==> src/hw/sfd_defs.vh <==
// Constants for the supply fault detector block.
// Functional notes
// - There are eight channels: four dedicated detectors and four dual-function channels that are either analog detectors or logic inputs.
// - Each detector flags undervoltage, overvoltage or out-of-window faults as selected.
// - Thresholds are 8-bit codes scaled over the range span divided by 255.
// - Four input ranges exist, from the 0.573 V range up to the 6.0 V bottom, 8.4 V span range.
// - The high-voltage channel takes the two upper ranges, positive channels the three lower, dual-function channels only the lowest.
// - Hysteresis applies only once a fault is raised, raising the clear level for undervoltage and lowering it for overvoltage.
// - Hysteresis is a 5-bit code in the same code units as the thresholds.
// - Each channel's detector or logic input passes through a glitch filter programmable from zero to 100 us; warning detectors are not filtered.
// - The filter drops pulses shorter than the timeout and passes longer ones.
// - The filter output follows an accepted transition after a delay of the timeout plus one clock.
// - A dual-function channel in logic use is a digital input, not compared against thresholds.
// - In logic use its detector becomes a warning detector on a dedicated channel, the first three on the positive channels in order and the fourth on the high-voltage channel.
`ifndef SFD_DEFS_VH
`define SFD_DEFS_VH
`define SFD_NUM_CH 8
`define SFD_CODE_W 8
`define SFD_HYST_W 5
`define SFD_CLK_MHZ 20
`define SFD_FILT_MAX_US 100
`define SFD_FILT_MAX_TICKS 11'h7d0
`define SFD_FILT_W 11
`define SFD_MODE_UV 2'h0
`define SFD_MODE_OV 2'h1
`define SFD_MODE_WIN 2'h2
`define SFD_MODE_OFF 2'h3
`define SFD_RANGE_LOW 2'h0
`define SFD_RANGE_MID 2'h1
`define SFD_RANGE_HIGH 2'h2
`define SFD_RANGE_TOP 2'h3
`endif

==> src/hw/sfd_glitch_filter.v <==
// Glitch filter: a level must stand for the timeout before the output follows it.
`timescale 1ns/1ns
`default_nettype none
`include "sfd_defs.vh"
module sfd_glitch_filter
(
   // Clock and reset.
   input wire sys_clk_in,
   input wire reset_in,
   // Filter setting and data.
   input wire [`SFD_FILT_W-1:0] timeout_in,
   input wire raw_in,
   output reg filt_out
);
   reg [`SFD_FILT_W-1:0] cnt_ff;
   reg [`SFD_FILT_W-1:0] lim;

   always @*
   begin
      lim = timeout_in;
      if (timeout_in > `SFD_FILT_MAX_TICKS)
      begin
         lim = `SFD_FILT_MAX_TICKS;
      end
   end

   // A differing input counts up; any return to the output level restarts it.
   always @(posedge sys_clk_in)
   begin
      if (reset_in)
      begin
         cnt_ff <= {`SFD_FILT_W{1'b0}};
         filt_out <= 1'b0;
      end
      else if (raw_in == filt_out)
      begin
         cnt_ff <= {`SFD_FILT_W{1'b0}};
      end
      else if (cnt_ff >= lim)
      begin
         filt_out <= raw_in;
         cnt_ff <= {`SFD_FILT_W{1'b0}};
      end
      else
      begin
         cnt_ff <= cnt_ff + 1'b1;
      end
   end
endmodule
`default_nettype wire

==> src/hw/sfd_top.v <==
// Eight-channel supply fault detector with hysteresis and glitch filters.
`timescale 1ns/1ns
`default_nettype none
`include "sfd_defs.vh"
module sfd_top
(
   // Clock and reset.
   input wire sys_clk_in,
   input wire reset_in,
   // Digitised channel codes, channel 0 high voltage, 1-3 positive, 4-7 dual function.
   input wire [8*`SFD_CODE_W-1:0] chan_code_in,
   // Dual-function logic levels, one per channel 4-7.
   input wire [3:0] dual_function_input_in,
   // Dual-function use: 1 selects logic input.
   input wire [3:0] dual_logic_sel_in,
   // Per-channel configuration.
   input wire [8*2-1:0] chan_mode_in,
   input wire [8*2-1:0] chan_range_in,
   input wire [8*`SFD_CODE_W-1:0] channel_undervoltage_threshold_in,
   input wire [8*`SFD_CODE_W-1:0] channel_overvoltage_threshold_in,
   input wire [8*`SFD_HYST_W-1:0] hysteresis_code_in,
   input wire [8*`SFD_FILT_W-1:0] filt_ticks_in,
   // Results: faults and logic levels filtered, warnings and range errors unfiltered.
   output reg [7:0] fault_out,
   output reg [3:0] warning_out,
   output reg [3:0] logic_level_out,
   output reg [7:0] range_error_out
);
   wire [7:0] filt;
   reg [7:0] undervoltage_fault_ff;
   reg [7:0] overvoltage_fault_ff;
   reg [7:0] nxt_uv;
   reg [7:0] nxt_ov;
   reg [7:0] raw;
   reg [7:0] rng_bad;
   reg [8:0] code;
   reg [8:0] uvt;
   reg [8:0] ovt;
   reg [8:0] hys;
   reg [1:0] mode;
   reg [1:0] rng;
   integer i;

   // Comparators with hysteresis, evaluated on every channel every cycle.
   always @*
   begin
      nxt_uv = 8'h00;
      nxt_ov = 8'h00;
      raw = 8'h00;
      rng_bad = 8'h00;
      code = 9'h000;
      uvt = 9'h000;
      ovt = 9'h000;
      hys = 9'h000;
      mode = 2'h0;
      rng = 2'h0;
      for (i = 0; i < 8; i = i + 1)
      begin
         code = {1'b0, chan_code_in[i*8 +: 8]};
         uvt = {1'b0, channel_undervoltage_threshold_in[i*8 +: 8]};
         ovt = {1'b0, channel_overvoltage_threshold_in[i*8 +: 8]};
         hys = {4'h0, hysteresis_code_in[i*5 +: 5]};
         mode = chan_mode_in[i*2 +: 2];
         rng = chan_range_in[i*2 +: 2];
         // Undervoltage clears only above threshold plus hysteresis.
         if (undervoltage_fault_ff[i])
         begin
            nxt_uv[i] = (code <= uvt + hys);
         end
         else
         begin
            nxt_uv[i] = (code < uvt);
         end
         // Overvoltage clears only below threshold minus hysteresis.
         if (overvoltage_fault_ff[i])
         begin
            nxt_ov[i] = (code + hys >= ovt);
         end
         else
         begin
            nxt_ov[i] = (code > ovt);
         end
         case (mode)
            `SFD_MODE_UV: raw[i] = undervoltage_fault_ff[i];
            `SFD_MODE_OV: raw[i] = overvoltage_fault_ff[i];
            `SFD_MODE_WIN: raw[i] = undervoltage_fault_ff[i] | overvoltage_fault_ff[i];
            default: raw[i] = 1'b0;
         endcase
         // Ranges allowed per channel type.
         if (i == 0)
         begin
            rng_bad[i] = (rng != `SFD_RANGE_HIGH) && (rng != `SFD_RANGE_TOP);
         end
         else if (i < 4)
         begin
            rng_bad[i] = (rng == `SFD_RANGE_TOP);
         end
         else
         begin
            rng_bad[i] = (rng != `SFD_RANGE_LOW);
         end
      end
      // Logic-use channels feed their pin level to the filter instead.
      for (i = 0; i < 4; i = i + 1)
      begin
         if (dual_logic_sel_in[i])
         begin
            raw[4+i] = dual_function_input_in[i];
         end
      end
   end

   always @(posedge sys_clk_in)
   begin
      if (reset_in)
      begin
         undervoltage_fault_ff <= 8'h00;
         overvoltage_fault_ff <= 8'h00;
      end
      else
      begin
         undervoltage_fault_ff <= nxt_uv;
         overvoltage_fault_ff <= nxt_ov;
      end
   end

   genvar g;
   generate
      for (g = 0; g < 8; g = g + 1)
      begin : gen_filt
         sfd_glitch_filter u_filt
         (
            .sys_clk_in(sys_clk_in),
            .reset_in(reset_in),
            .timeout_in(filt_ticks_in[g*`SFD_FILT_W +: `SFD_FILT_W]),
            .raw_in(raw[g]),
            .filt_out(filt[g])
         );
      end
   endgenerate

   // Detector of a logic-use dual channel supervises a dedicated channel as a warning.
   // The warning compares the dedicated channel code against the dual channel settings.
   reg [3:0] warn_uv_ff;
   reg [3:0] warn_ov_ff;
   reg [3:0] nxt_wuv;
   reg [3:0] nxt_wov;
   reg [3:0] warn_raw;
   reg [8:0] wcode;
   reg [8:0] wuvt;
   reg [8:0] wovt;
   reg [8:0] whys;
   reg [1:0] wmode;
   integer j;

   always @*
   begin
      nxt_wuv = 4'h0;
      nxt_wov = 4'h0;
      warn_raw = 4'h0;
      wcode = 9'h000;
      wuvt = 9'h000;
      wovt = 9'h000;
      whys = 9'h000;
      wmode = 2'h0;
      for (j = 0; j < 4; j = j + 1)
      begin
         // Dual 0-2 map to positive 1-3, dual 3 maps to the high-voltage channel.
         wcode = {1'b0, chan_code_in[((j == 3) ? 0 : j + 1)*8 +: 8]};
         wuvt = {1'b0, channel_undervoltage_threshold_in[(4+j)*8 +: 8]};
         wovt = {1'b0, channel_overvoltage_threshold_in[(4+j)*8 +: 8]};
         whys = {4'h0, hysteresis_code_in[(4+j)*5 +: 5]};
         wmode = chan_mode_in[(4+j)*2 +: 2];
         if (warn_uv_ff[j])
         begin
            nxt_wuv[j] = (wcode <= wuvt + whys);
         end
         else
         begin
            nxt_wuv[j] = (wcode < wuvt);
         end
         if (warn_ov_ff[j])
         begin
            nxt_wov[j] = (wcode + whys >= wovt);
         end
         else
         begin
            nxt_wov[j] = (wcode > wovt);
         end
         case (wmode)
            `SFD_MODE_UV: warn_raw[j] = warn_uv_ff[j];
            `SFD_MODE_OV: warn_raw[j] = warn_ov_ff[j];
            `SFD_MODE_WIN: warn_raw[j] = warn_uv_ff[j] | warn_ov_ff[j];
            default: warn_raw[j] = 1'b0;
         endcase
      end
   end

   always @(posedge sys_clk_in)
   begin
      if (reset_in)
      begin
         warn_uv_ff <= 4'h0;
         warn_ov_ff <= 4'h0;
         fault_out <= 8'h00;
         warning_out <= 4'h0;
         logic_level_out <= 4'h0;
         range_error_out <= 8'h00;
      end
      else
      begin
         warn_uv_ff <= nxt_wuv;
         warn_ov_ff <= nxt_wov;
         // A channel is either a detector or a logic input, never both.
         fault_out <= filt & {~dual_logic_sel_in, 4'hf};
         logic_level_out <= filt[7:4] & dual_logic_sel_in;
         warning_out <= warn_raw & dual_logic_sel_in;
         range_error_out <= rng_bad & {~dual_logic_sel_in, 4'hf};
      end
   end
endmodule
`default_nettype wire

==> config.mk <==
export PLATFORM = sky130hd
export DESIGN_NAME = sfd_top
export DESIGN_NICKNAME = d
export VERILOG_FILES = /design/src/hw/sfd_glitch_filter.v /design/src/hw/sfd_top.v
export VERILOG_INCLUDE_DIRS = /design/src /design/src/hw
export SDC_FILE = /design/constraint.sdc
export NUM_CORES = 1
export LEC_CHECK = 0
export ABC_AREA = 1
export BUFFER_PORTS_ARGS = -buffer_cell sky130_fd_sc_hd__clkbuf_2
export CAP_MARGIN = 20
export CORE_UTILIZATION = 38
export CTS_CLUSTER_SIZE = 40
export DETAILED_ROUTE_END_ITERATION = 7
export SLEW_MARGIN = 20
export SYNTH_ARGS = -nofsm -noshare
export SYNTH_HDL_FRONTEND = slang
export SYNTH_SLANG_ARGS = --single-unit
==> constraint.sdc <==
create_clock -name sys_clk_in -period 4.23 [get_ports sys_clk_in]
set_clock_uncertainty 0.05 [all_clocks]
set_input_delay 0.6345 -clock sys_clk_in [delete_from_list [all_inputs] [get_ports sys_clk_in]]
set_output_delay 0.6345 -clock sys_clk_in [all_outputs]
set_load 0.01 [all_outputs]
# ---- Word-level counts from Yosys, hierarchy flattened
# Index checks and enable logic that the tools add are counted.
dict set report op_classes {
  addsub 28
  n_lt_le_gt_ge 64
  n_eq_ne 29
  muxes 48
  bitwise 25
  reduce_logical 29
}
# cell count
set ops {}
lappend ops {{adder 8 x 5 -> 9 bit} 20}
lappend ops {{>= comparator 9 x 8 -> 1 bit} 12}
lappend ops {{less-or-equal comparator 8 x 9 -> 1 bit} 12}
lappend ops {{> comparator 8 bit} 12}
lappend ops {{less-than comparator 8 bit} 12}
lappend ops {{adder 11 x 1 -> 11 bit, second input constant} 8}
lappend ops {{>= comparator 11 bit} 8}
lappend ops {{> comparator 11 bit, second input constant} 8}
lappend ops {{two-way mux 11 bit} 8}
lappend ops {{case mux 1 bit (3 select lines)} 12}
lappend ops {{two-way mux 1 bit} 28}
lappend ops {{OR reduction 3 bit} 8}
lappend ops {{equality test 2 bit, second input constant} 11}
lappend ops {{AND 8 bit} 2}
lappend ops {{equality test 2 x 1 -> 1 bit, second input constant} 8}
lappend ops {{zero test 2 bit} 8}
lappend ops {{AND reduction 2 bit} 8}
lappend ops {{bitwise OR 1 bit} 12}
lappend ops {{AND 4 bit} 2}
lappend ops {{equality test 1 bit} 8}
lappend ops {{NOT 1 bit} 8}
lappend ops {{nonzero test 2 bit} 4}
lappend ops {{!= test 2 bit, second input constant} 2}
lappend ops {{NOT 4 bit} 1}
lappend ops {{logical AND 1 bit} 1}
dict set report totals {
  register_bits 144
  inputBits 362
  output_inout_bits 24
  elab_cells 247
}

# ---- Logic depth before layout (Yosys ltp)
# Gate-level depths: netlist (run 1).
dict set report logic_depth {
  word_depth 6
  depth_mapped 19
  mapped_depth_nobuf 19
}

# ---- Modules after synthesis
# From an unflattened synthesis (run 1), not the netlist that was laid out.
dict set report unflattened {
  hier_cells 3088
  area_unflattened_um2 21869.7
}
# module n_inst cells_each area_per_inst_um2 seq_area_each_um2
set by_module_without_submodules {}
lappend by_module_without_submodules {sfd_top 1 2104 14762.9 960.9}
lappend by_module_without_submodules {sfd_glitch_filter 8 123 888.4 240.2}

# ---- Least setup slack after synthesis (run 1)
# OpenSTA, ideal clock, no wires.
dict set report synth_path {
  path_kind {input to register}
  start {input port chan_code_in[24]}
  end {register warn_ov_ff[2]}
  setup_ns 0.115
  arrival_time_ns 2.716
  t_required_ns 4.065
  path_slack_ns 1.349
  stages 14
  n_path_buf 0
  cell_sequence {ha_1 > inv_1 > fa_1 > o21ai_0 > nand2_1 > a21oi_1 > xor2_1 > inv_1 > ha_1 > a31o_2 > inv_1 > nand3_1 > o21ai_0 > inv_1}
}
dict set report synth_between {
  elab_chain_cells 3
  word_cells_on_any_way 4
  cone_classes {add/sub: 1; order compare: 2; mux: 1}
}
# item line
set synth_lines {}
lappend synth_lines {{from (decl)} sfd_top.v:11} ;# input wire [8*`SFD_CODE_W-1:0] chan_code_in,
lappend synth_lines {{adder 8 x 5 -> 9 bit} sfd_top.v:184} ;# nxt_wov[j] = (wcode + whys >= wovt);
lappend synth_lines {{>= comparator 9 x 8 -> 1 bit} sfd_top.v:184}
lappend synth_lines {{two-way mux 1 bit (*)} sfd_top.v:182} ;# if (warn_ov_ff[j])
lappend synth_lines {{to (signal assigned)} sfd_top.v:213} ;# warn_ov_ff <= nxt_wov;
lappend synth_lines {{to (decl)} sfd_top.v:145} ;# reg [3:0] warn_ov_ff;
# Every way passes the cells marked *; elsewhere a longest branch is shown, timed or not.
# A chain may end at the register's enable or synchronous reset.

# ---- Worst setup path after layout (run 1)
dict set report layout_path {
  start {input port chan_code_in[25]}
  end {register warn_ov_ff[2]}
}
# The elaborated chain is that of the path after synthesis.

==> reports/qor.yml, run 1 <==
run_status:
  status: "finished clean"
synthesis:
  synth_edf_count: 0
  syn_inst: 2993
  synthMuxAreaShare_pct: 0
  synth_compound_area_share_pct: 14.6
  synthAdderAreaFrac_pct: 34.8
  ys_warn_count: 0
  synth_top_cell_by_area: "ha_1"
  synthArstFlopShare_pct: 0
  synth-seq-cells: 144
  synth_top_area_share_pct: 32.9
  synth_cell_type_count: 53
  ys_seq_area_share_pct: 13.5
  synth_flop_cell: "dfxtp_1"
  synth_top_family_by_area: "adder cells"
  yosys-top-cells-area: "ha_1 33%, dfxtp_1 14%, inv_1 8.8%"
  synth-simple-area-share_pct: 21.1
  synth_nets: 3935
  synthXorXnorAreaFrac_pct: 6.70
  syn_area_mm2: 0.0213
  syn_area_per_cell_um2: 7.12
place:
  place_congestion: 0.887
  dpl_cell_area_mm2: 0.0241
  dp_slack_ns: 0.834
  io_buffer_count: 384
  dp_cells: 4111
  place_hpwl_um: 50800
power:
  p_per_area_mw_per_mm2: 216
  leakagePower_nw: 13.2
  vdd_ir_drop_max_mv: 0.299
  power_mw: 5.32
die:
  core_area_mm2: 0.0552
  rows: 86
  die_h_um: 239
  dieArea_mm2: 0.0570
  boundaryPins: 386
  start_util_pct: 38.6
  dieWidth_um: 239
layout:
  seqCellArea_mm2: 0.00288
  fin_nets: 4324
  fin_util_pct: 44.7
  multiInputGateArea_mm2: 0.0164
  antenna_cells: 0
  drive_above_1_share_pct: 13.4
  nFillCells: 5787
  area.growth.synth_to_final_pct: 15.7
  fin_cells: 4139
  postLayoutCellArea_mm2: 0.0247
clocking:
  cts_tree: "yes"
  post_cts_buffers: 0
  numClockSinks: 144
  htreeDepth: 4
  clock_path_buffers: 2
  path_clk_slew_ns: 0.07
  cts_buffers: 17
  holdBufCountCts: 0
  cts.repair.resized: 0
  cts-root-buf: "clkbuf_16"
  insertion_delay_ns: 0.48
routing:
  drt.antenna.violating_nets: 0
  via_count: 20376
  routed_wl_um: 60200
  dr.pass1.iters: 5
  detail_route.drc_violations: 0
  detail_route.wl_per_cell_um: 14.5
  via_per_inst: 4.92
  drt_iter0_markers: 830
timing:
  tightestPinTransition_ns: 0.912
  setup_slack_ns: 1.27
  setup_violations: 0
  hold_ws_ns: 0.259
  slew_viol_final: 0
  finalSetupTns_ns: 0
  slew_headroom_pct: 38.8
  final.period_utilization_pct: 69.9
  rsz0062_at_grt: "false"
  hold_viol: 0
  layout_min_cycle_time_ns: 2.96
  max_freq_mhz: 338
worst_setup_path:
  critical_path_arrival_ns: 3.28
  setup.worst_path.start_class: "input port"
  required_ns: 4.55
  crit_path_end_kind: "flip-flop"
  rr_worst_depth: 8
  critPathMaxFanout: 9
  reg2reg_to: "gen_filt[7].u_filt.cnt_ff[0]"
  rrSetupSlack_ns: 1.99
  path_class: "input port to flip-flop"
  r2r_start: "gen_filt[7].u_filt.cnt_ff[6]"
grt:
  grt_max_degree: 29
  grt_pass1_wl_um: 96400
  grt_antenna_before_repair: 7
  grt_pass1_vias: 19353
  grtUsageTotal_pct: 21.3
  grt-ovfl-total: 0
min_path:
  hold_class: "input port to flip-flop"
  hp-start: "chan_range_in[1]"
  hold_path_depth: 2
  whs_endpoint: "range_error_out[0]"
job:
  maxCapViolCount: 0
## layer usage
layer / track usage [%] / wire, um / part of all wire [%] / up-vias
li1: - / - / - / 10944
met2: 36.3 / 27400 / 45 / 374
met4: 5.13 / 893 / 1.5 / 14
met1: 27.4 / 28700 / 48 / 8974
met3: 4.24 / 3140 / 5.2 / 70
met5: 0 / 92 / 0.15 / -
## where the power goes
part           switching [mW]  total, mW  internal (mW)
sequential             0.0376       1.44           1.40
combinational            1.40       2.39          0.990
clock                   0.665       1.49          0.829
total                    2.10       5.32           3.22
## cell usage in the layout, fill, tap and decap left out, types with 10 or more instances in the layout
cell,Yosys,routed
ha_1,560,560
inv_1,501,500
nand2_1,464,464
clkbuf_2,0,384
a21oi_1,310,310
nor2_1,244,244
nand3_1,154,154
dfxtp_1,144,144
o21ai_0,101,101
xor2_1,85,85
nand4_1,82,82
xnor2_1,78,78
nor3_1,37,37
o21ai_1,23,23
o21a_1,23,23
fa_1,20,20
a31oi_1,17,17
clkbuf_16,0,17
o211ai_1,15,15
o221ai_1,13,13
nor2_2,12,12
a21boi_0,10,10
## Yosys cell counts, types with 2 or more instances
library cell / instances
a211o_1: 4
a211oi_1: 7
a21boi_0: 10
a21o_1: 8
a21oi_1: 310
a31o_2: 4
a31oi_1: 17
and3_1: 2
buf_2: 7
clkbuf_1: 9
dfxtp_1: 144
fa_1: 20
ha_1: 560
inv_1: 501
inv_2: 3
nand2_1: 464
nand3_1: 154
nand3b_1: 2
nand4_1: 82
nor2_1: 244
nor2_2: 12
nor3_1: 37
nor3_2: 3
nor3b_1: 6
nor4_1: 4
nor4b_2: 3
o211ai_1: 15
o21a_1: 23
o21ai_0: 101
o21ai_1: 23
o21ai_2: 2
o21bai_1: 4
o221ai_1: 13
o311ai_0: 2
o31a_1: 2
o41ai_1: 8
or2_2: 6
xnor2_1: 78
xor2_1: 85
## worst max path at each step
| stage | startpoint | to |
|---|---|---|
| floorplan | chan_code_in[24] | warn_ov_ff[2] |
| detailed placement | chan_code_in[25] | warn_ov_ff[2] |
| CTS | chan_code_in[25] | warn_ov_ff[2] |
| global placement | chan_code_in[25] | warn_ov_ff[2] |
| finish | chan_code_in[25] | warn_ov_ff[2] |
| global route | filt_ticks_in[77] | gen_filt[7].u_filt.cnt_ff[9] |
## final cells by class
type | instances | share of cell area, %
timing repair buffer | 388 | 7.92
clock inverter | 8 | 0.345
tap | 748 | 3.80
inverter | 504 | 7.67
sequential | 144 | 11.7
clock buffer | 20 | 1.85
multi-input combinational | 2327 | 66.7
## sequential cells by signal, indices dropped and copies added (netlist names)
name,flops
overvoltage_fault_ff,8
gen_filt.u_filt.cnt_ff,88
range_error_out,8
fault_out,8
logic_level_out,4
warn_uv_ff,4
warning_out,4
gen_filt.u_filt.filt_out,8
warn_ov_ff,4
undervoltage_fault_ff,8
## worst max-delay path, cell delays in order
cell,delay (ns)
clkbuf_2,0.23
inv_1,0.14
fa_1,0.47
o21ai_0,0.36
nand2_1,0.09
a21oi_1,0.24
xor2_1,0.17
inv_1,0.06
ha_1,0.31
a31o_2,0.26
inv_1,0.05
nand3_1,0.07
o21ai_0,0.15
inv_1,0.06
## logic make-up (layout without fill, tap and decap cells)
logic type | count (synthesis) | after routing
AO/OA/AOI/OAI | 557 | 557
AND/OR/NAND/NOR | 1027 | 1027
adder cells (fa/ha/maj) | 580 | 580
buffers and inverters | 522 | 920
flip-flops | 144 | 144
XOR/XNOR | 163 | 163
Note: power is estimated with default switching activity, not from simulation.
==> run 2: changes to the inputs <==
Clock period 4.23 ns to 2.6 ns, I/O delays scaled along.
==> run 2 against run 1 <==
Non-clock buffer count grew 227. Largest cell class unchanged. Highest routed layer unchanged. Final area is 7.2% higher. Combinational power grew 80%. Wire length increased by 0.77%.
==> reports/qor.yml, run 2 (synthesis results as in run 1) <==
clocking:
  insertion_delay_ns: 0.47
  path_clk_slew_ns: 0.07
  htreeDepth: 4
  cts-root-buf: "clkbuf_16"
  clock_path_buffers: 2
  numClockSinks: 144
  cts_buffers: 17
  cts_tree: "yes"
worst_setup_path:
  r2r_start: "gen_filt[0].u_filt.cnt_ff[8]"
  critical_path_arrival_ns: 2.70
  cp_cell_sequence: "clkbuf_2 > ha_1 > inv_1 > fa_1 > o21ai_1 > buf_4 > xor2_1 > inv_1 > ha_1 > a21oi_1 > o21ai_0 > nor2_1 > o21ai_0 > nand2_1 > nand3_1 > a21oi_1 > nor2_1"
  critPathMaxFanout: 3
  cp-startpoint: "chan_code_in[16]"
  required_ns: 2.89
  setup.worst_path.start_class: "input port"
  path_class: "input port to flip-flop"
  max_stage_delay_ns: 0.38
  crit_slowest_cell: "fa_1"
  crit_path_end_kind: "flip-flop"
place:
  place_hpwl_um: 53000
  place_congestion: 0.884
  dp_cells: 4337
  io_buffer_count: 384
die:
  rows: 86
  die_h_um: 239
  boundaryPins: 386
  core_area_mm2: 0.0552
  dieWidth_um: 239
  start_util_pct: 38.6
  dieArea_mm2: 0.0570
timing:
  slew_viol_final: 0
  layout_min_cycle_time_ns: 2.41
  hold_viol: 0
  tightestPinTransition_ns: 0.505
  rsz0062_at_grt: "true"
  max_freq_mhz: 415
  final.period_utilization_pct: 92.7
  hold_ws_ns: 0.0545
  slew_headroom_pct: 66.3
  setup_violations: 0
min_path:
  hp-start: "chan_range_in[3]"
  hold_class: "input port to flip-flop"
routing:
  drt.antenna.violating_nets: 0
  routed_wl_um: 60700
  detail_route.drc_violations: 0
  via_per_inst: 4.82
  detail_route.wl_per_cell_um: 13.9
  drt_iter0_markers: 845
  via_count: 21078
  dr.pass1.iters: 5
grt:
  grt_pass1_vias: 20082
  grt_pass1_wl_um: 98000
  grt_max_degree: 29
  grtUsageTotal_pct: 21.5
  grt-ovfl-total: 0
  grt_antenna_before_repair: 4
layout:
  final_common_cell: "ha_1"
  area.growth.synth_to_final_pct: 24.1
  largest_register_ff_count: 88
  fin_cells: 4371
  final_cell_mix: "560 x ha_1, 500 x inv_1, 464 x nand2_1, 384 x clkbuf_2, 307 x a21oi_1"
  largest-register: "gen_filt.u_filt.cnt_ff"
  drive_above_1_share_pct: 19.1
  fin_nets: 4551
  fin_util_pct: 47.9
run_status:
  status: "finished clean"
power:
  leakagePower_nw: 14.3
  power_mw: 9.04
  p_per_area_mw_per_mm2: 342
  vdd_ir_drop_max_mv: 0.450
job:
  maxCapViolCount: 0
[run 2: final timing paths]
check,to,slack (ns),cells past startpoint
hold reg to reg,fault_out[1],0.41,2
setup reg to reg,gen_filt[0].u_filt.cnt_ff[2],0.63,6
hold / removal,range_error_out[1],0.05,3
setup / recovery,overvoltage_fault_ff[2],0.19,17
[run 2: layout make-up]
class | count | area, um2
fillers | 5770 | 28800
multi-input cells | 2327 | 16500
repair buffers | 615 | 3680
flip-flops and latches | 144 | 2880
inverters | 504 | 1890
well taps | 748 | 936
clock buffers | 18 | 429
clock inverters | 14 | 119
diodes | 1 | 2.50
[run 2: what timing repair did]
item	in CTS	in global routing
setup buffers	0	0
resized for setup	0	13
hold buffers	1	0
endpoints found under the setup margin	0	10
endpoints found under the hold margin	1	0
[run 2: metal layers]
layer / global-route usage, % / part of all wire, %
met3: 3.79 / 5.7
met1: 28.2 / 48
met2: 36.0 / 45
met4: 5.48 / 1.8
met5: 0 / 0.089
[run 2: critical path: cells and delay by family]
kind / cells / cell delay, ns
XOR/XNOR: 1 / 0.13
AO/OA/AOI/OAI: 5 / 0.66
adder cells (fa/ha/maj): 3 / 0.84
AND/OR/NAND/NOR: 4 / 0.28
buffers and inverters: 4 / 0.39
[run 2: power breakdown]
part	internal (mW)	switching (mW)	total, mW
Sequential	2.28	0.0576	2.34
Combinational	1.94	2.35	4.30
Clock	1.25	1.15	2.40
Total	5.48	3.57	9.04
[run 2: metrics by stage]
step | area, um2 | worst slack [ns] | setup TNS, ns
after floorplan | 21300 | 0.0123 | 0
after global placement | 25800 | -0.313 | -8.57
after detailed placement | 25800 | -0.352 | -10.15
after CTS | 26400 | 0.176 | 0
after global routing | 26400 | -0.0358 | -0.0358
final | 26400 | 0.191 | 0
